===== src/t0ps_pkg.sv =====
// Constants, register map and carrier types of the timer0 block with shared prescaler
package t0ps_pkg;

    // Clock and instruction timing
    localparam int unsigned CLK_HZ             = 20_000_000;
    localparam int unsigned CLKS_PER_INSTR     = 4;
    localparam int unsigned INSTR_HZ           = CLK_HZ / CLKS_PER_INSTR;
    localparam logic [1:0]  WRITE_INHIBIT_INSTR = 2'h2;

    // Register indexes; the byte address is four times the index
    localparam logic [7:0]  IDX_COUNT    = 8'h01;
    localparam logic [7:0]  IDX_INTCTL   = 8'h0B;
    localparam logic [7:0]  IDX_OPTION   = 8'h81;
    localparam logic [7:0]  IDX_EVT_STAT = 8'h90;
    localparam logic [7:0]  IDX_EVT_MASK = 8'h91;
    localparam int unsigned ADDR_W       = 10;

    // Values after reset
    localparam logic [7:0]  COUNT_RST    = 8'h00;
    localparam logic [7:0]  INTCTL_RST   = 8'h00;
    localparam logic [7:0]  OPTION_RST   = 8'hFF;
    localparam logic [1:0]  EVT_RST      = 2'h0;

    // Field positions
    localparam int unsigned OPT_SRC_BIT    = 5;
    localparam int unsigned OPT_EDGE_BIT   = 4;
    localparam int unsigned OPT_ASSIGN_BIT = 3;
    localparam int unsigned INT_EN_BIT     = 5;
    localparam int unsigned INT_FLAG_BIT   = 2;
    localparam int unsigned EVT_OVF_BIT    = 0;
    localparam int unsigned EVT_WDT_BIT    = 1;
    localparam int unsigned EVT_W          = 2;

    // Instruction phases, Gray coded along Q1..Q4
    typedef enum logic [1:0] {
        T0PS_Q1 = 2'h0,
        T0PS_Q2 = 2'h1,
        T0PS_Q3 = 2'h3,
        T0PS_Q4 = 2'h2
    } t0ps_phase_t;

    // Option register fields
    typedef struct packed {
        logic [1:0] other;
        logic       count_source_sel;
        logic       count_edge_sel;
        logic       prescaler_assign;
        logic [2:0] prescale_ratio;
    } t0ps_option_t;

    // Whole state of the block
    typedef struct packed {
        t0ps_phase_t   phase;
        logic [7:0]    timer0_count;
        logic [7:0]    interrupt_control;
        t0ps_option_t  option_config;
        logic [7:0]    prescaler;
        logic          tap_prev;
        logic          ext_prev;
        logic [1:0]    inhibit;
        logic          sync_q2;
        logic          sync_q4;
        logic          sync_prev;
        logic [1:0]    evt_status;
        logic [1:0]    evt_mask;
        logic          ack;
        logic [31:0]   rdata;
        logic          wdt_tick;
        logic          wdt_clear;
    } t0ps_state_t;

endpackage : t0ps_pkg


===== src/t0ps_timer0.sv =====
// Timer0 counter with prescaler shared with the watchdog, Avalon-MM register slave
`timescale 1ns/100ps
module t0ps_timer0 #(
    parameter int unsigned ADDR_W = t0ps_pkg::ADDR_W
) (
    input  wire logic              i_clk,
    input  wire logic              i_reset_n,
    input  wire logic [ADDR_W-1:0] i_avs_address,
    input  wire logic              i_avs_read,
    input  wire logic              i_avs_write,
    input  wire logic [31:0]       i_avs_writedata,
    input  wire logic [3:0]        i_avs_byteenable,
    output logic      [31:0]       o_avs_readdata,
    output logic                   o_avs_waitrequest,
    input  wire logic              i_ext_count_input,
    input  wire logic              i_sleep,
    input  wire logic              i_wdt_tick,
    input  wire logic              i_watchdog_clear_instr,
    output logic                   o_wdt_tick,
    output logic                   o_watchdog_clear,
    output logic                   o_overflow_irq,
    output logic                   o_irq
);

    initial begin
        if (ADDR_W < 10 || ADDR_W > 16) begin
            $error("ADDR_W must be 10 to 16");
        end
    end

    ////////////////////////////////////////////////////////////////////////////////
    // Programming notes
    //
    // Register map, one 8-bit register per 32-bit word, data in bits 7..0:
    //   index 01h  timer0_count       counter value, read and write
    //   index 0Bh  interrupt_control  bit 5 overflow enable, bit 2 overflow flag
    //   index 81h  option_config      bit 5 source, bit 4 edge, bit 3 assign,
    //                                 bits 2..0 ratio, bits 7..6 plain storage
    //   index 90h  event status       bit 0 overflow, bit 1 watchdog tick
    //   index 91h  event mask         same layout as the event status
    // Byte address is four times the index; misaligned addresses decode as
    // index zero, which reads zero and ignores writes.
    //
    // Bus timing:
    //   Every access takes exactly one wait state, so a transfer is two cycles.
    //   Read data are captured on the first edge of the request and presented
    //   on the accepting edge, so a read returns the state one cycle old.
    //   Side effects (write, status clear) happen on the accepting edge only.
    //   Writes apply only when byte lane zero is enabled.
    //
    // Instruction timing:
    //   The phase sequencer steps Q1..Q4 once per clock; one instruction
    //   cycle is four clocks and ends in Q4. Reset starts the sequencer in Q1.
    //   Counter increments happen on the Q4 clock; a prescaled timer increment lands on the Q1 clock after it.
    //
    // Count sources:
    //   Timer mode counts the end of every instruction cycle, either directly
    //   or through the prescaler when the counter owns it.
    //   Counter mode counts edges of the external pin. The edge bit inverts the
    //   pin so that the counted edge is always a rise inside the block.
    //   The sampler takes its source at Q2 and moves that sample on at Q4; a rise is counted
    //   once per instruction cycle, so the pin must hold each level for at
    //   least one instruction cycle to be seen reliably.
    //
    // Prescaler:
    //   One 8-bit counter, owned by the timer or by the watchdog, never both.
    //   The timer taps stage N and counts its carry out in timer mode and its rise through the sampler in counter mode, giving 2 to 256.
    //   The watchdog taps stage N-1, giving 2 to 128; ratio zero passes the
    //   watchdog tick straight through.
    //   Counting the carry out rather than the rising stage means that a
    //   cleared prescaler gives the full period before the first step in timer mode;
    //   counter mode counts the rising stage, so its first step comes after half of it.
    //   A count write clears it while the timer owns it; the watchdog clear
    //   input clears it while the watchdog owns it. Reassignment alone does
    //   not clear it, so software clears first and then reassigns.
    //   Its count never reaches the read path.
    //
    // Count write:
    //   A write loads the counter and blocks the next two instruction-cycle
    //   increments. The prescaler keeps running during the block, so software
    //   that wants an exact interval writes a value adjusted by two.
    //
    // Overflow:
    //   A step from FFh to 00h sets the overflow flag and the overflow event.
    //   Hardware never clears the flag; a write from software does. When a
    //   set and a software clear fall in one cycle the set wins, so no
    //   overflow is lost.
    //   The overflow request output is the flag masked by the enable bit.
    //   The event status clears on any accepted read of its word.
    //
    // Sleep:
    //   Sleep freezes the counter, its prescaler input and the sampler, so no
    //   overflow can happen while asleep. The watchdog side keeps running.
    //
    // Hazards:
    //   Changing the option word moves the prescaler tap; the tap history is
    //   reset on that write so the move is never taken for a carry.
    //   The sampler resets to the idle level that the reset option word gives
    //   a low pin, so leaving reset never looks like a counted edge.
    //   The pin is taken as synchronous to the clock; an asynchronous source
    //   needs an outside synchroniser.

    ////////////////////////////////////////////////////////////////////////////////
    // Helpers

    // Register index from a byte address; zero for misaligned or out of range
    function automatic logic [7:0] reg_index(input logic [ADDR_W-1:0] addr);
        logic [ADDR_W-1:0] word;
        word = addr >> 2;
        if (addr[1:0] != 2'h0 || word > ADDR_W'(8'hFF)) begin
            reg_index = 8'h00;
        end else begin
            reg_index = word[7:0];
        end
    endfunction : reg_index

    // Prescaler output bit for a ratio, offset by one for the watchdog
    function automatic logic prescale_tap(input logic [7:0] pre, input logic [2:0] ratio,
                                          input logic for_wdt);
        logic [2:0] sel;
        sel = ratio - 3'(for_wdt);
        prescale_tap = pre[sel];
    endfunction : prescale_tap

    ////////////////////////////////////////////////////////////////////////////////
    // State

    t0ps_pkg::t0ps_state_t s_q;
    t0ps_pkg::t0ps_state_t s_d;

    logic       req;
    logic       commit;
    logic       wr_en;
    logic       rd_en;
    logic [7:0] idx;
    logic [7:0] wbyte;
    logic       instr_end;
    logic       timer_owns;
    logic       ext_lvl;
    logic       ext_edge;
    logic       pre_event;
    logic       tap;
    logic       tap_fall;
    logic       sync_src;
    logic       ext_tick;
    logic       tick;
    logic       overflow;
    logic       count_wr;
    logic [31:0] rd_val;

    ////////////////////////////////////////////////////////////////////////////////
    // Bus handshake: one wait state, commit on the accepting edge

    assign req               = i_avs_read | i_avs_write;
    assign o_avs_waitrequest = req & ~s_q.ack;
    assign commit            = req & s_q.ack;
    assign wr_en             = commit & i_avs_write & i_avs_byteenable[0];
    assign rd_en             = commit & i_avs_read;
    assign idx               = reg_index(i_avs_address);
    assign wbyte             = i_avs_writedata[7:0];
    assign count_wr          = wr_en & (idx == t0ps_pkg::IDX_COUNT);

    // Prescaler never appears on the read path
    always_comb begin
        rd_val = 32'h0000_0000;
        case (idx)
            t0ps_pkg::IDX_COUNT:    rd_val[7:0] = s_q.timer0_count;
            t0ps_pkg::IDX_INTCTL:   rd_val[7:0] = s_q.interrupt_control;
            t0ps_pkg::IDX_OPTION:   rd_val[7:0] = s_q.option_config;
            t0ps_pkg::IDX_EVT_STAT: rd_val[1:0] = s_q.evt_status;
            t0ps_pkg::IDX_EVT_MASK: rd_val[1:0] = s_q.evt_mask;
            default:                rd_val      = 32'h0000_0000;
        endcase
    end

    ////////////////////////////////////////////////////////////////////////////////
    // Count path

    assign instr_end  = (s_q.phase == t0ps_pkg::T0PS_Q4);
    assign timer_owns = ~s_q.option_config.prescaler_assign;
    // Inverting the pin makes the counted edge a rise
    assign ext_lvl    = i_ext_count_input ^ s_q.option_config.count_edge_sel;
    assign ext_edge   = ext_lvl & ~s_q.ext_prev;

    always_comb begin
        if (timer_owns) begin
            pre_event = ~i_sleep & (s_q.option_config.count_source_sel ? ext_edge : instr_end);
        end else begin
            pre_event = i_wdt_tick;
        end
    end

    // Counter taps bit N, watchdog bit N-1
    assign tap      = prescale_tap(s_q.prescaler, s_q.option_config.prescale_ratio, ~timer_owns);
    // Carry out of the tapped stage: a full period after a clear
    assign tap_fall = ~tap & s_q.tap_prev;

    // Without prescaler the pin goes straight to the sampler
    assign sync_src = timer_owns ? s_q.prescaler[s_q.option_config.prescale_ratio] : ext_lvl;
    // Rise seen once per instruction after the Q4 sample
    assign ext_tick = instr_end & s_q.sync_q4 & ~s_q.sync_prev;

    always_comb begin
        if (s_q.option_config.count_source_sel) begin
            tick = ext_tick;
        end else if (timer_owns) begin
            tick = tap_fall;
        end else begin
            tick = instr_end;
        end
        // Stopped while asleep; stopped while inhibited
        if (i_sleep || s_q.inhibit != 2'h0) begin
            tick = 1'b0;
        end
    end

    // Wrap from FFh is the overflow event
    assign overflow = tick & (s_q.timer0_count == 8'hFF);

    ////////////////////////////////////////////////////////////////////////////////
    // Next state

    always_comb begin
        s_d = s_q;

        // Instruction phase sequencer
        case (s_q.phase)
            t0ps_pkg::T0PS_Q1: s_d.phase = t0ps_pkg::T0PS_Q2;
            t0ps_pkg::T0PS_Q2: s_d.phase = t0ps_pkg::T0PS_Q3;
            t0ps_pkg::T0PS_Q3: s_d.phase = t0ps_pkg::T0PS_Q4;
            t0ps_pkg::T0PS_Q4: s_d.phase = t0ps_pkg::T0PS_Q1;
            default:           s_d.phase = t0ps_pkg::T0PS_Q1;
        endcase

        s_d.ext_prev = ext_lvl;
        s_d.tap_prev = tap;

        // Sample at Q2, resample at Q4
        if (s_q.phase == t0ps_pkg::T0PS_Q2 && !i_sleep) begin
            s_d.sync_q2 = sync_src;
        end
        if (instr_end && !i_sleep) begin
            s_d.sync_q4   = s_q.sync_q2;
            s_d.sync_prev = s_q.sync_q4;
        end

        // Prescaler
        if (pre_event) begin
            s_d.prescaler = s_q.prescaler + 8'h01;
        end
        // Count write clears the counter-owned prescaler
        if (count_wr && timer_owns) begin
            s_d.prescaler = 8'h00;
            s_d.tap_prev  = 1'b0;
        end
        // Watchdog clear zeroes its prescaler too
        if (i_watchdog_clear_instr && !timer_owns) begin
            s_d.prescaler = 8'h00;
            s_d.tap_prev  = 1'b0;
        end
        s_d.wdt_clear = i_watchdog_clear_instr;

        // Watchdog tick, prescaled only when it owns the prescaler
        if (timer_owns || s_q.option_config.prescale_ratio == 3'h0) begin
            s_d.wdt_tick = i_wdt_tick;
        end else begin
            s_d.wdt_tick = tap_fall;
        end

        if (instr_end && s_q.inhibit != 2'h0) begin
            s_d.inhibit = s_q.inhibit - 2'h1;
        end

        if (tick) begin
            s_d.timer0_count = s_q.timer0_count + 8'h01;
        end

        // Register writes
        if (count_wr) begin
            s_d.timer0_count = wbyte;
            s_d.inhibit      = t0ps_pkg::WRITE_INHIBIT_INSTR;
        end
        if (wr_en) begin
            case (idx)
                t0ps_pkg::IDX_INTCTL:   s_d.interrupt_control = wbyte;
                t0ps_pkg::IDX_OPTION: begin
                    s_d.option_config = wbyte;
                    // A moved tap must not look like a carry
                    s_d.tap_prev      = 1'b0;
                end
                t0ps_pkg::IDX_EVT_MASK: s_d.evt_mask          = wbyte[1:0];
                default:                ;
            endcase
        end

        // Reading the event status clears it
        if (rd_en && idx == t0ps_pkg::IDX_EVT_STAT) begin
            s_d.evt_status = 2'h0;
        end

        // Overflow sets the flag; set beats a same-cycle clear
        // Hardware never clears it, only software writes do
        if (overflow) begin
            s_d.interrupt_control[t0ps_pkg::INT_FLAG_BIT] = 1'b1;
            s_d.evt_status[t0ps_pkg::EVT_OVF_BIT]         = 1'b1;
        end
        if (s_d.wdt_tick) begin
            s_d.evt_status[t0ps_pkg::EVT_WDT_BIT] = 1'b1;
        end

        // Bus acknowledge and read data
        s_d.ack = req & ~s_q.ack;
        if (req && !s_q.ack) begin
            s_d.rdata = rd_val;
        end
    end

    ////////////////////////////////////////////////////////////////////////////////
    // Registers

    always_ff @(posedge i_clk) begin
        if (!i_reset_n) begin
            s_q                   <= '0;
            s_q.phase             <= t0ps_pkg::T0PS_Q1;
            s_q.timer0_count      <= t0ps_pkg::COUNT_RST;
            s_q.interrupt_control <= t0ps_pkg::INTCTL_RST;
            s_q.option_config     <= t0ps_pkg::OPTION_RST;
            s_q.evt_status        <= t0ps_pkg::EVT_RST;
            s_q.evt_mask          <= t0ps_pkg::EVT_RST;
            // Idle level of a low pin under the reset edge setting
            s_q.ext_prev          <= 1'b1;
            s_q.sync_q2           <= 1'b1;
            s_q.sync_q4           <= 1'b1;
            s_q.sync_prev         <= 1'b1;
        end else begin
            s_q <= s_d;
        end
    end

    ////////////////////////////////////////////////////////////////////////////////
    // Outputs

    assign o_avs_readdata   = s_q.rdata;
    assign o_wdt_tick       = s_q.wdt_tick;
    assign o_watchdog_clear = s_q.wdt_clear;
    // Enable bit masks the overflow request
    assign o_overflow_irq   = s_q.interrupt_control[t0ps_pkg::INT_EN_BIT]
                            & s_q.interrupt_control[t0ps_pkg::INT_FLAG_BIT];
    assign o_irq            = |(s_q.evt_status & s_q.evt_mask);

endmodule : t0ps_timer0


===== config.mk =====
export PLATFORM = sky130hd
export DESIGN_NAME = t0ps_timer0
export DESIGN_NICKNAME = d
export VERILOG_FILES = /design/src/t0ps_pkg.sv /design/src/t0ps_timer0.sv
export SDC_FILE = /design/constraint.sdc
export NUM_CORES = 1
export LEC_CHECK = 0
export BUFFER_PORTS_ARGS = -buffer_cell sky130_fd_sc_hd__buf_2
export CAP_MARGIN = 15
export CORE_MARGIN = 8
export CORE_UTILIZATION = 40
export DETAILED_ROUTE_END_ITERATION = 8
export PLACE_DENSITY = 0.68
export SLEW_MARGIN = 20
export SYNTH_ARGS = -nofsm -noshare
export SYNTH_HDL_FRONTEND = slang
export SYNTH_SLANG_ARGS = --single-unit

===== constraint.sdc =====
create_clock -name i_clk -period 3.3 [get_ports i_clk]
set_clock_uncertainty 0.1 [all_clocks]
set_input_delay 0.165 -clock i_clk [delete_from_list [all_inputs] [get_ports i_clk]]
set_output_delay 0.165 -clock i_clk [all_outputs]
set_load 0.005 [all_outputs]

==> impl.org, run 1 <==
** Synth
- Top_reg_cell synth :: sky130_fd_sc_hd__dfxtp_1
- Post-synthesis cell type count :: 57
- Counting every instance in the synthesized netlist gives around 350.
- Counting flops with a built-in enable in the synthesized netlist gives 0.
- Synthesis inferred 56 register bits.
- A synthesized cell averages 8.72 um2.
- The share of the Yosys chip area taken by registers is 0.372.
- Asr flop ratio synth :: 0
- Netlist area before placement :: about 3000 um2
- Yosys printed 0 warnings.

** CTS
- Clock-pin slew of the registers on the worst-case setup and hold paths :: 0.09 ns
- Post-CTS repair changed the size of 0 cells.
- In this run the number of H-tree levels came out at 2.
- CTS Root Cell :: sky130_fd_sc_hd__clkbuf_8
- In this run, CTS created clock tree buffers numbering 5.
- TritonCTS built the clock tree.
- Total clock sinks :: 56
- Maximum buffer depth of the clock tree :: 2
- Clock insertion delay at the later pin of the skew report :: around 0.30 ns

** Setup path
- Data required time at the worst endpoint :: 3.44 ns
- The worst register-to-register path ends at s_q[75]$_SDFFE_PN0P_.
- Maximum fanout encountered on the critical timing path :: 16
- Crit path cell chain :: inv_1, ha_1, ha_1, mux4_1, mux2i_2, a31oi_2, or4_1, a31oi_1
- Broken down by cell family, the worst path's largest delay share belongs to multiplexers.
- The slowest stage of the critical path is the sky130_fd_sc_hd__or4_1 cell.
- Across all register-to-register paths, the minimum setup slack is 0.26 ns.
- Dominant cell type by count on the critical path :: sky130_fd_sc_hd__ha_1
- STA classifies the critical path endpoint as a register.
- The worst register-to-register path has a depth of 8.
- Worst Setup Start Kind :: register
- Worst endpoint data arrival time :: 3.18 ns
- Stage delay of the slowest cell on the critical path :: 0.58 ns
- Number of buffers and inverters on the critical path :: 1
- Source of the worst register-to-register timing path :: s_q[54]$_SDFFE_PN1P_
- Worst setup path category :: reg2reg

** Power
- Across the VDD grid, the largest voltage drop is 0.195 mV.
- Fraction of power consumed by the clock network :: 0.307
- The internal power of the cells totals 853 uW.
- Power density relative to cell area :: 345 nW/um2
- LEAKAGE :: about 0.0012 uW
- Sw frac :: 0.237
- The share of total power dissipated in combinational logic is 0.077.
- The share of total power dissipated in sequential elements is 0.616.
- Net switching power of the design :: 265 uW

** Final layout
- Nets@finish :: 433
- Fraction of final layout cells sized beyond drive strength 1 :: 0.167
- Number of filler instances in the final layout :: around 760
- Combined area of the multi-input logic cells :: 1640 um2
- Area grow syn2layout :: 7.42%
- The repair_antennas step left the layout with diodes totalling 0.
- Across the whole layout, storage elements account for 1120 um2.
- The top cell types in the final layout, fill and taps aside, are 56 x sky130_fd_sc_hd__dfxtp_1, 40 x sky130_fd_sc_hd__nand2_1, 39 x sky130_fd_sc_hd__buf_2, 25 x sky130_fd_sc_hd__nand3_1, 24 x sky130_fd_sc_hd__conb_1.
- Most common cell after layout, fill and taps aside :: sky130_fd_sc_hd__dfxtp_1
- For this run, the share of the core covered by cells in the final layout is 0.444.

** Detailed routing
- The pre-antenna-repair detailed-routing pass consisted of 4 iterations.
- Routed length per instance :: around 15 um
- Post-detailed-route count of antenna-violating nets :: 0
- Drt drc :: 0
- Final Routed Wirelength :: 6.99 mm
- Overall via count from detail_route :: 2550
- After the first detailed-routing iteration, the DRC count stood at 181.
- Routed via count divided by cell count :: 5.41

** Global routing
- The via count of the first global-routing pass was 2404.
- First-pass GRT wire length :: 11.6 mm
- In the global route stage, overall resource usage came out at 0.139.
- Antenna violations before repair :: 0
- Pin count of the biggest net entering global routing :: 52
- After global routing the overflow that remains totals 0.

** Die
- Core Box Area :: between 7000 and 8000 um2
- Row generation in the floorplan step produced 31 rows.
- From bottom edge to top edge, the die measures 103 um.
- 91 I/O pins were placed.
- The die is 103 um wide.
- The die covers 10600 um2.
- For this configuration, the core starts out at a cell density of 0.414.

** Worst hold path
- Launch instance of the worst min-delay path :: i_watchdog_clear_instr
- Cell count of the worst hold path :: 2
- The path class of the tightest hold or removal check is in2reg.
- For hold timing, the worst endpoint is o_watchdog_clear$_SDFF_PN0_.

** STA
- Slew Limit Fails :: 0
- Post-route minimum period :: 3.04 ns
- Highest clock frequency the design can meet :: between 300 and 400 MHz
- The hold violation total from the final report is 0.
- For the pin with the worst max-slew slack, the measured transition is 1.00 ns.
- Worst slew margin relative to its limit :: 0.331
- Unrepaired setup endpoints after global routing :: false
- Dividing the final minimum period by the clock period gives 0.921.
- Setup Total Neg Slack :: 0 ns
- Total of endpoints with negative setup slack in the final report :: 0

** Place
- After legalization and detailed placement, the total HPWL measured between 5 and 6 mm.
- Count of buffers inserted at the top-level ports :: 39
- Routability-driven placement finished with a final weighted congestion of 0.812.

** Run status
- The run finished with clean final reports.

** Flow run
- Number of maximum-capacitance violations :: 0
==> Yosys cell counts (2+ instances only) <==
| cell | count | area [um2] |
|---|---|---|
| sky130_fd_sc_hd__o21ai_1 | 2 | 10.0 |
| sky130_fd_sc_hd__or3_1 | 6 | 37.5 |
| sky130_fd_sc_hd__and3_1 | 2 | 12.5 |
| sky130_fd_sc_hd__nor2_1 | 10 | 37.5 |
| sky130_fd_sc_hd__nor3_1 | 4 | 20.0 |
| sky130_fd_sc_hd__nor4_4 | 2 | 42.5 |
| sky130_fd_sc_hd__a21oi_1 | 11 | 55.1 |
| sky130_fd_sc_hd__mux2i_1 | 5 | 50.1 |
| sky130_fd_sc_hd__dfxtp_1 | 56 | 1120 |
| sky130_fd_sc_hd__nand2b_1 | 3 | 18.8 |
| sky130_fd_sc_hd__or4_1 | 9 | 67.6 |
| sky130_fd_sc_hd__mux4_1 | 3 | 78.8 |
| sky130_fd_sc_hd__and2_1 | 11 | 68.8 |
| sky130_fd_sc_hd__a21boi_0 | 8 | 60.1 |
| sky130_fd_sc_hd__xnor2_1 | 3 | 26.3 |
| sky130_fd_sc_hd__or4b_1 | 2 | 20.0 |
| sky130_fd_sc_hd__buf_4 | 32 | 240 |
| sky130_fd_sc_hd__clkbuf_1 | 11 | 41.3 |
| sky130_fd_sc_hd__a31oi_1 | 6 | 37.5 |
| sky130_fd_sc_hd__nand4_1 | 3 | 18.8 |
| sky130_fd_sc_hd__o211ai_1 | 2 | 15.0 |
| sky130_fd_sc_hd__nor2b_1 | 3 | 18.8 |
| sky130_fd_sc_hd__o31ai_1 | 9 | 67.6 |
| sky130_fd_sc_hd__ha_1 | 5 | 62.6 |
| sky130_fd_sc_hd__nand2_1 | 40 | 150 |
| sky130_fd_sc_hd__nand3_1 | 25 | 125 |
| sky130_fd_sc_hd__a221oi_1 | 2 | 17.5 |
| sky130_fd_sc_hd__buf_2 | 3 | 15.0 |
| sky130_fd_sc_hd__inv_1 | 11 | 41.3 |
| sky130_fd_sc_hd__o21ai_0 | 22 | 110 |
| sky130_fd_sc_hd__a222oi_1 | 8 | 80.1 |
| sky130_fd_sc_hd__nand4b_1 | 2 | 17.5 |
==> cell type report <==
| cell class | instances | share of cell area |
|---|---|---|
| inverter | 11 | 0.0127 |
| tap | 99 | 0.0382 |
| clock buffer | 5 | 0.0212 |
| timing repair buffer | 45 | 0.0757 |
| sequential | 56 | 0.346 |
| multi-input combinational | 255 | 0.506 |
==> repair_timing <==
item                      4_1_cts  5_1_grt
hold buffers                    2        0
buffers inserted                0        0
hold endpoints to repair        2        0
==> metal layers <==
layer | part of all wire | GRT usage | routed length (um)
met1 | 0.44 | 0.176 | 3110
met3 | 0.071 | 0.0290 | 496
met4 | 0.013 | 0.0556 | 91
met5 | 0 | 0 | 0
met2 | 0.47 | 0.225 | 3300
==> cell families after synthesis <==
kind of cell             count (synthesis)  share of synthesized area
AO/OA/AOI/OAI                           81                      0.185
XOR/XNOR                                 4                     0.0116
adder cells (fa/ha/maj)                  5                     0.0207
buffers and inverters                   58                      0.113
flip-flops                              56                      0.372
multiplexers                            11                     0.0585
other                                    1                    0.00124
AND/OR/NAND/NOR                        130                      0.238
==> flip-flops by register name, summed over array words and instances (netlist names) <==
signal	cells
o_avs_readdata	8
o_wdt_tick	1
o_watchdog_clear	1
s_q	46
==> power groups by stage <==
stage / logic [uW] / registers (uW) / clock network (uW)
CTS: 86.1 / 689 / 356
detailed placement: 83.9 / 704 / 0
floorplan: 71.6 / 703 / 0
global route: 97.1 / 690 / 385
global placement: 82.4 / 704 / 0
finish: 86.6 / 689 / 343
==> worst max-delay path by stage <==
| stage | cells past startpoint | end | startpoint |
|---|---|---|---|
| after detailed placement | 8 | s_q[75]$_SDFFE_PN0P_ | s_q[54]$_SDFFE_PN1P_ |
| after global placement | 8 | s_q[75]$_SDFFE_PN0P_ | s_q[54]$_SDFFE_PN1P_ |
| after global routing | 8 | s_q[75]$_SDFFE_PN0P_ | s_q[54]$_SDFFE_PN1P_ |
| after floorplan | 8 | s_q[75]$_SDFFE_PN0P_ | s_q[54]$_SDFFE_PN1P_ |
| after CTS | 8 | s_q[75]$_SDFFE_PN0P_ | s_q[54]$_SDFFE_PN1P_ |
| final | 8 | s_q[75]$_SDFFE_PN0P_ | s_q[54]$_SDFFE_PN1P_ |
==> stage by stage <==
stage | hold WS (ns) | worst slack, ns | cells | total power (uW) | area (um2)
2_1_floorplan | 0.189 | 0.636 | 369 | 775 | 3100
3_3_place_gp | 0.311 | 0.321 | 464 | 786 | 3150
3_5_place_dp | 0.318 | 0.266 | 464 | 788 | 3150
4_1_cts | 0.00682 | 0.253 | 471 | 1130 | 3240
5_1_grt | 0.00559 | 0.0844 | 471 | 1170 | 3240
6_report | 0.00978 | 0.261 | 471 | 1120 | 3240
No activity file was read; power rests on OpenSTA's default activity.
==> inputs of run 2 (changes only) <==
--- a/config.mk
+++ b/config.mk
@@ -6,11 +6,11 @@
 export NUM_CORES = 1
 export LEC_CHECK = 0
 export BUFFER_PORTS_ARGS = -buffer_cell sky130_fd_sc_hd__buf_2
-export CAP_MARGIN = 15
+export CAP_MARGIN = 20
 export CORE_MARGIN = 8
 export CORE_UTILIZATION = 40
 export DETAILED_ROUTE_END_ITERATION = 8
-export PLACE_DENSITY = 0.68
+export PLACE_DENSITY = 0.7
 export SLEW_MARGIN = 20
 export SYNTH_ARGS = -nofsm -noshare
 export SYNTH_HDL_FRONTEND = slang
==> constraint.sdc (replaced) <==
create_clock -name i_clk -period 2.75 [get_ports i_clk]
set_clock_uncertainty 0.1 [all_clocks]
set_input_delay 0.1375 -clock i_clk [delete_from_list [all_inputs] [get_ports i_clk]]
set_output_delay 0.1375 -clock i_clk [all_outputs]
set_load 0.005 [all_outputs]
==> run 2 against run 1 <==
Register-to-register slack got worse by 0.13 ns. Die area stayed put. Routed wire length is 4.1% higher. Critical path depth is 1 higher. Setup slack got worse by 0.13 ns. Hold slack improved by 0.017 ns. First-iteration DRC count decreased by 2.8%. Core utilization up 2.6 points.
==> impl.org, run 2 (synthesis results as in run 1) <==
** Run status
- Outcome :: finished clean

** STA
- The actual slew at the worst max-slew pin came to 0.983 ns (-0.0217 ns).
- Setup repair after global routing left no endpoint under its margin.
- Share of the clock period used by the worst path :: 0.952 (+0.0308)
- Post-route minimum period :: 2.62 ns (-0.422 ns)
- Final hold violation count :: 0 (unchanged)
- Worst setup margin :: 0.132 ns (-0.128 ns)
- The total negative slack was 0 ns (unchanged).
- The worst hold slack after final layout was 0.0269 ns (+0.0171 ns).
- Worst slew margin relative to its limit :: 0.343 (+0.0128)
- Slew Limit Fails :: 0 (unchanged)
- The final setup violation count is 0 (unchanged).
- Highest clock frequency the design can meet :: 382 MHz (+16%)

** Power
- LEAKAGE :: 0.00132 uW (+5.4%)
- The peak supply drop was 0.186 mV (-4.6%).
- Power density relative to cell area :: 409 nW/um2 (+18%)

** Worst hold path
- End point of the worst hold path :: s_q[55]$_SDFFE_PN1P_
- Min-delay worst type :: in2reg
- The worst hold path depth is 3 (+1).
- The startpoint identified for the worst hold timing path is i_avs_writedata[1].

** Place
- The placed cell area came to 3220 um2 (+2.1%).
- Pre-CTS setup slack :: -0.0765 ns (-0.343 ns)
- Count of buffers inserted at the top-level ports :: 39 (unchanged)
- Placed Cells incl. Taps :: 473 (+1.9%)
- Weighted congestion at the end of routability-driven global placement :: 0.818 (+0.69%)
- The detailed-placement wirelength estimate is 5.35 mm (+3.6%).

** Setup path
- The number of cells on the worst reg-to-reg path was 9 (+1).
- STA classifies the critical path startpoint as a register.
- In this run the critical register-to-register path is launched from s_q[54]$_SDFFE_PN1P_.
- The arrival time of the worst setup path was 2.76 ns (-0.42 ns).
- The largest driver fanout on the critical path is 7 (-9).
- The critical path is of the reg2reg type.
- The endpoint identified for the worst register-to-register timing path is s_q[77]$_SDFFE_PN0P_.
- The worst setup path is captured at a register.
- R2R Setup Slk :: 0.13 ns (-0.13 ns)
- Data required time at the worst endpoint :: 2.89 ns (-0.55 ns)

** Die
- Number of I/O pins :: 91 (unchanged)
- Horiz. Die Dim :: 103 um (unchanged)
- Core Box Area :: 7290 um2 (unchanged)
- The die area came to 10600 um2 (unchanged).
- Initial Util :: 0.414 (unchanged)
- The placement row count came to 31 (unchanged).
- Die span in y :: 103 um (unchanged)

** Final layout
- Finished Layout Cells :: 490 (+4.0%)
- Final instance area :: 3430 um2 (+5.8%)
- Biggest register :: s_q
- The fraction of layout instances using a drive strength above 1 was 0.197 (+0.0303).
- Nets@finish :: 449 (+3.7%)
- Most common cell after layout, fill and taps aside :: sky130_fd_sc_hd__dfxtp_1
- Most frequent cells in the layout :: 55 x sky130_fd_sc_hd__dfxtp_1, 40 x sky130_fd_sc_hd__nand2_1, 39 x sky130_fd_sc_hd__buf_2, 25 x sky130_fd_sc_hd__nand3_1, 24 x sky130_fd_sc_hd__conb_1
- Area grow syn2layout :: 13.6%
- N_diodes :: 0 (unchanged)
- Number of flip-flops under the largest register name :: 46 (unchanged)

** Detailed routing
- The residual DRC count came to 0 (unchanged).
- Final Routed Wirelength :: 7.28 mm (+4.1%)
- The routed wirelength normalized by instance count was 14.9 um (about the same).
- The remaining number of nets flagged by the antenna check after routing is 0 (unchanged).
- The vias after detailed routing came to 2622 (+2.8%).
- Drt initial violations :: 176 (-2.8%)
- Number of iterations in the first detailed-routing pass :: 4 (unchanged)
- Routed via count divided by cell count :: 5.35 (-1.2%)

** CTS
- TritonCTS clock tree :: done
- The tree is rooted in a sky130_fd_sc_hd__clkbuf_8.
- The register clock-pin slew on the reported worst setup and hold paths came to 0.09 ns (about the same).
- The total CTS buffers came to 5 (unchanged).
- The clock tree buffer depth came to 2 (unchanged).
- H-tree level count :: 2 (unchanged)
- The source-to-sink clock delay at the later pin of the worst-skew pair was 0.31 ns (about the same).
- Total clock sinks :: 56 (unchanged)

** Global routing
- The combined global-route utilization of all metal layers was 0.142 (+0.00271).
- The largest net degree at the start of global routing is 34 (-35%).
- The global-route wire length before repair was 11.8 mm (+1.7%).
- The met2 demand-to-capacity share in global routing is 0.237 (+0.0115).
- Most heavily used metal layer in global routing :: met2
- The global routing usage on met3 is 0.0250 (-0.00405).
- Antenna violations before repair :: 0 (unchanged)
- The via count of the first global-routing pass came to 2476 (+3.0%).
- Aggregate global routing overflow :: 0 (unchanged)
- Met1 Use GR :: 0.178 (+0.00238)

** Flow run
- Number of maximum-capacitance violations :: 0 (unchanged)
==> run 2: cell count changes in the layout (fill, tap and decap cells not counted), sizes merged <==
cell,change
buf,+10
clkbuf,+3
dlygate4sd3,+5
a31oi,+1
==> run 2: worst max-delay path: stages, from the launching register on <==
cell	delay, ns
sky130_fd_sc_hd__dfxtp_2	0.33
sky130_fd_sc_hd__inv_1	0.05
sky130_fd_sc_hd__ha_1	0.22
sky130_fd_sc_hd__ha_4	0.28
sky130_fd_sc_hd__mux4_2	0.53
sky130_fd_sc_hd__mux2i_4	0.22
sky130_fd_sc_hd__a31oi_4	0.15
sky130_fd_sc_hd__buf_4	0.19
sky130_fd_sc_hd__or3_1	0.33
sky130_fd_sc_hd__a31oi_1	0.15
==> run 2: through the flow <==
step / total power (uW) / utilization
CTS: 1410 / 0.469
floorplan: 929 / -
global route: 1460 / 0.470
finish: 1400 / 0.470
detailed placement: 948 / 0.441
global placement: 945 / 0.441
==> run 2: repair_timing <==
item / 4_1_cts / 5_1_grt
gates cloned: 1 / 0
hold endpoints to repair: 7 / 0
pin swaps: 1 / 4
setup endpoints to repair: 5 / 8
resized for setup: 2 / 4
hold buffers: 7 / 0
setup buffers: 1 / 0
==> run 2: worst max path at each step <==
| stage | start | end | slack [ns] | cells after the start |
|---|---|---|---|---|
| 2_1_floorplan | s_q[54]$_SDFFE_PN1P_ | s_q[75]$_SDFFE_PN0P_ | 0.09 | 8 |
| 3_3_place_gp | s_q[54]$_SDFFE_PN1P_ | s_q[75]$_SDFFE_PN0P_ | -0.005 | 8 |
| 3_5_place_dp | s_q[54]$_SDFFE_PN1P_ | s_q[75]$_SDFFE_PN0P_ | -0.08 | 8 |
| 4_1_cts | s_q[54]$_SDFFE_PN1P_ | s_q[75]$_SDFFE_PN0P_ | 0.007 | 8 |
| 5_1_grt | s_q[54]$_SDFFE_PN1P_ | s_q[75]$_SDFFE_PN0P_ | 0.02 | 8 |
| 6_report | s_q[54]$_SDFFE_PN1P_ | s_q[77]$_SDFFE_PN0P_ | 0.13 | 9 |
==> run 2: area by class of cell <==
| class | instances | area (um2) |
|---|---|---|
| clock buffers | 8 | 90.1 |
| repair buffers | 60 | 370 |
| well taps | 99 | 124 |
| inverters | 11 | 41.3 |
| flip-flops and latches | 56 | 1120 |
| multi-input cells | 256 | 1680 |
| fillers | 742 | 3860 |
==> run 2: report_power, final <==
group	internal, uW	switching, uW	leakage [uW]	total (uW)
clock network	206	256	0.0000455	463
registers	820	6.37	0.000453	826
logic	44.9	67.0	0.000819	112
total	1070	330	0.00132	1400
==> run 2: routing by layer <==
layer / routed length [um] / vias up
met2: 3610 / 68
met5: 0 / -
met3: 438 / 7
met4: 85 / 0
met1: 3150 / 1242
li1: - / 1305
==> inputs of run 3 (changes only) <==
--- a/config.mk
+++ b/config.mk
@@ -5,8 +5,10 @@
 export SDC_FILE = /design/constraint.sdc
 export NUM_CORES = 1
 export LEC_CHECK = 0
+export ABC_AREA = 1
 export BUFFER_PORTS_ARGS = -buffer_cell sky130_fd_sc_hd__buf_2
 export CAP_MARGIN = 20
+export CORE_ASPECT_RATIO = 1.75
 export CORE_MARGIN = 8
 export CORE_UTILIZATION = 40
 export DETAILED_ROUTE_END_ITERATION = 8
==> run 3 against run 2 <==
Clock power increased by 40%. Critical path depth grew 5. Synthesized area is 5.1% higher. Clock-buffer cell count is 3 lower. Cell count up 18%. First-iteration DRC count is 8.0% lower. Highest routed layer unchanged. Global-route usage increased by 0.77 points. Sequential power is essentially flat. Largest cell class unchanged. Setup slack better by 0.22 ns.
==> impl.org, run 3 <==
** Place
- The detailed-placement wirelength estimate came to 6.67 mm (+25%).
- The number of buffers inserted by port buffering is 39 (unchanged).
- The routability-driven placement congestion ratio was 0.906 (+11%).

** CTS
- The source-to-sink clock delay at the later pin of the worst-skew pair is 0.30 ns (about the same).
- The clock tree buffer depth is 2 (unchanged).
- H-tree level count :: 2 (unchanged)
- TritonCTS built the clock tree.
- CTS Root Cell :: sky130_fd_sc_hd__clkbuf_16
- The total CTS buffers was 5 (unchanged).
- The number of cells upsized or downsized after cts was 0 (-2).
- The number of buffers inserted by hold repair at cts is 1 (-6).
- Post-CTS setup buffers :: 0 (-1)
- The clock sink count came to 56 (unchanged).
- The register clock-pin slew on the reported worst setup and hold paths came to 0.07 ns (-0.02 ns).

** Setup path
- The worst setup path is launched from a register.
- For this design, the slowest cell found on the critical path is sky130_fd_sc_hd__dfxtp_1.
- In this run the worst setup path begins at s_q[54]$_SDFFE_PN1P_.
- Worst Reg-to-Reg Cells :: 14 (+5)
- The signal on the critical path passes through inv_1, ha_1, ha_1, inv_1, nand3_1, nand3b_1, nand3_1, nand2_1, nand2_1, nand2_1, nand2_2, nand2_2, nand2_1, a21oi_1.
- Source of the worst register-to-register timing path :: s_q[54]$_SDFFE_PN1P_
- Dominant cell type by count on the critical path :: sky130_fd_sc_hd__nand2_1
- Worst setup path category :: reg2reg
- The data required time at the worst endpoint was 2.88 ns (about the same).
- The worst register-to-register path ends at s_q[77]$_SDFFE_PN0P_.
- The internal reg-to-reg setup slack came to 0.35 ns (+0.22 ns).
- The longest individual stage delay on the worst path is 0.44 ns (-0.09 ns).
- The worst setup path is captured at a register.
- The most critical setup path has its endpoint at s_q[77]$_SDFFE_PN0P_.
- The arrival time of the worst setup path is 2.53 ns (-0.23 ns).
- Maximum fanout encountered on the critical timing path :: 9 (+2)

** Synth
- Count of state elements after synthesis :: 56 (unchanged)
- The post-synthesis instance total was 454 (+31%).
- Avg Inst Size Synth :: 6.99 um2 (-20%)
- Most numerous cell in the Yosys netlist :: sky130_fd_sc_hd__nand2_1
- Asr flop ratio synth :: 0 (unchanged)
- The synthesis warning total came to 0 (unchanged).
- Among all flip-flop cells after synthesis, the most frequent one is sky130_fd_sc_hd__dfxtp_1.
- The number of distinct library cell variants in the gate-level netlist after synthesis came to 39 (-32%).
- Portion of the post-synthesis area used by sequential elements :: 0.353 (-0.0182)
- Number of enable-type register cells in the synthesized netlist :: 0 (unchanged)
- Share of the synthesized area in the top cell type :: 0.353 (-0.0182)
- Most frequent cells after synthesis :: 87 x sky130_fd_sc_hd__nand2_1, 59 x sky130_fd_sc_hd__inv_1, 56 x sky130_fd_sc_hd__dfxtp_1
- Cell accounting for the most synthesized area :: sky130_fd_sc_hd__dfxtp_1
- The post-synth design cell area came to 3170 um2 (+5.1%).
- In the post-synthesis netlist, the biggest area contributors are sky130_fd_sc_hd__dfxtp_1 35%, sky130_fd_sc_hd__nand2_1 10%, sky130_fd_sc_hd__buf_4 7.6%, sky130_fd_sc_hd__inv_1 7.0%, sky130_fd_sc_hd__o21ai_0 6.5%.

** Detailed routing
- Overall via count from detail_route :: 2986 (+14%)
- Routed length per instance :: 14.8 um (-0.45%)
- The remaining number of nets flagged by the antenna check after routing was 0 (unchanged).
- Routed via count divided by cell count :: 5.18 (-3.1%)
- The residual DRC count is 0 (unchanged).
- The routed wire length was 8.52 mm (+17%).
- Drt initial violations :: 162 (-8.0%)
- The number of iterations in the first detailed-routing pass is 4 (unchanged).

** Power
- The overall power after layout is 1600 uW (+14%).
- The peak supply drop is 0.358 mV (+93%).
- The power density over cell area was 464 nW/um2 (+13%).
- LEAKAGE :: 0.00154 uW (+17%)

** Die
- Core Box Area :: 7800 um2 (+7.0%)
- The die area was 11100 um2 (+5.4%).
- Number of I/O pins :: 91 (unchanged)
- Horiz. Die Dim :: 83.3 um (-19%)
- Initial Util :: 0.407 (-0.00712)
- Row count :: 43 (+39%)
- Die span in y :: 134 um (+30%)

** STA
- The total negative slack came to 0 ns (unchanged).
- Slew Limit Fails :: 0 (unchanged)
- The actual slew at the worst max-slew pin was 0.518 ns (-0.465 ns).
- Worst slew margin relative to its limit :: 0.652 (+0.309)
- The hold violation total from the final report is 0 (unchanged).
- Unrepaired setup endpoints after global routing :: false
- The final setup violation count came to 0 (unchanged).
- Share of the clock period used by the worst path :: 0.873 (-0.0793)
- The time the final worst path needs with I/O delays and setup came to 2.40 ns (-0.218 ns).
- Highest clock frequency the design can meet :: 417 MHz (+9.1%)

** Final layout
- The number of nets in the final layout was 544 (+21%).
- Area grow syn2layout :: 8.56%
- Most common cell after layout, fill and taps aside :: sky130_fd_sc_hd__nand2_1
- Number of flip-flops under the largest register name :: 46 (unchanged)
- The top cell types in the final layout, fill and taps aside, are 87 x sky130_fd_sc_hd__nand2_1, 59 x sky130_fd_sc_hd__inv_1, 56 x sky130_fd_sc_hd__dfxtp_1, 41 x sky130_fd_sc_hd__o21ai_0, 40 x sky130_fd_sc_hd__a21oi_1.
- Sequential cell area :: 1120 um2 (-0.11%)
- The post-layout utilization of the core came to 0.441 (-0.0286).
- Number of filler instances in the final layout :: 786 (+5.9%)
- The area taken by multi-input logic gates was 1610 um2 (-4.0%).
- s_q holds more flip-flops than any other register.
- N_diodes :: 0 (unchanged)
- Fraction of final layout cells sized beyond drive strength 1 :: 0.136 (-0.0611)

** Flow run
- Number of maximum-capacitance violations :: 0 (unchanged)

** Worst hold path
- The startpoint identified for the worst hold timing path is i_avs_writedata[5].
- Min-delay worst type :: in2reg

** Global routing
- Global Route Usage Sum :: 0.149 (+0.00767)
- Antenna violations before repair :: 0 (unchanged)
- The largest net degree at the start of global routing was 27 (-21%).
- Vias in the first global route :: 2848 (+15%)
- First-pass GRT wire length :: 13.5 mm (+14%)
- The global-route congestion overflow total was 0 (unchanged).

** Run status
- The run finished with clean final reports.
run 3: cell count changes after synthesis, sizes merged, moves of 7 or more:
cell,change
inv,+51
nand2,+49
a21oi,+30
o21ai,+24
nor2,+17
and2,-11
nand3,+10
a21boi,-9
o31ai,-9
or4,-9
a222oi,-8
or3,-7
run 3: metal layers:
layer	vias up	share of wire	GRT usage
met1	1378	0.36	0.135
met3	23	0.043	0.0285
li1	1506	-	-
met2	79	0.55	0.285
met4	0	0.049	0.108
met5	-	0	0
run 3: worst max-delay path: cells and delay by family, from the launching register on:
| family | cells | cell delay (ns) |
|---|---|---|
| buffers and inverters | 2 | 0.24 |
| adder cells (fa/ha/maj) | 2 | 0.53 |
| AO/OA/AOI/OAI | 1 | 0.12 |
| AND/OR/NAND/NOR | 9 | 0.90 |
| flip-flops | 1 | 0.44 |
run 3: cells by family (layout without fill, tap and decap cells):
group | Yosys count | after routing | synth area share
muxes | 1 | 1 | 0.00355
other | 1 | 24 | 0.00118
adders and majority gates | 5 | 5 | 0.0197
AOI/OAI and AO/OA | 110 | 110 | 0.192
DFF | 56 | 56 | 0.353
and+or+nand+nor | 172 | 172 | 0.248
xor gates and xnor gates | 6 | 6 | 0.0166
buffers and inverters | 103 | 112 | 0.166
run 3: how the worst min path moves through the flow:
| stage | end | slack (ns) | cells after the start |
|---|---|---|---|
| 3_3_place_gp | o_watchdog_clear$_SDFF_PN0_ | 0.24 | 3 |
| 3_5_place_dp | o_watchdog_clear$_SDFF_PN0_ | 0.25 | 3 |
| 4_1_cts | s_q[65]$_SDFFE_PN0P_ | 0.02 | 3 |
| 2_1_floorplan | o_watchdog_clear$_SDFF_PN0_ | 0.14 | 2 |
| 5_1_grt | s_q[68]$_SDFFE_PN0P_ | 0.04 | 3 |
| 6_report | s_q[67]$_SDFFE_PN0P_ | 0.03 | 3 |
run 3: stage by stage:
| step | setup slack (ns) | instance area, um2 | cells | hold WS, ns |
|---|---|---|---|---|
| global route | 0.121 | 3440 | 576 | 0.0359 |
| CTS | 0.372 | 3440 | 576 | 0.0197 |
| floorplan | 0.722 | 3260 | 477 | 0.135 |
| finish | 0.350 | 3440 | 576 | 0.0276 |
| detailed placement | 0.385 | 3290 | 567 | 0.245 |
| global placement | 0.424 | 3290 | 567 | 0.245 |
run 3: area by class of cell:
class                   instances  area share
inverters                      63      0.0694
flip-flops and latches         56       0.326
clock buffers                   5      0.0363
repair buffers                 41      0.0618
clock inverters                 3     0.00618
well taps                      90      0.0327
multi-input cells             318       0.468
run 3: power breakdown:
group	internal (uW)	total, uW	switching [uW]
combinational	37.3	120	82.5
sequential	820	827	6.30
clock	340	650	310
total	1200	1600	399
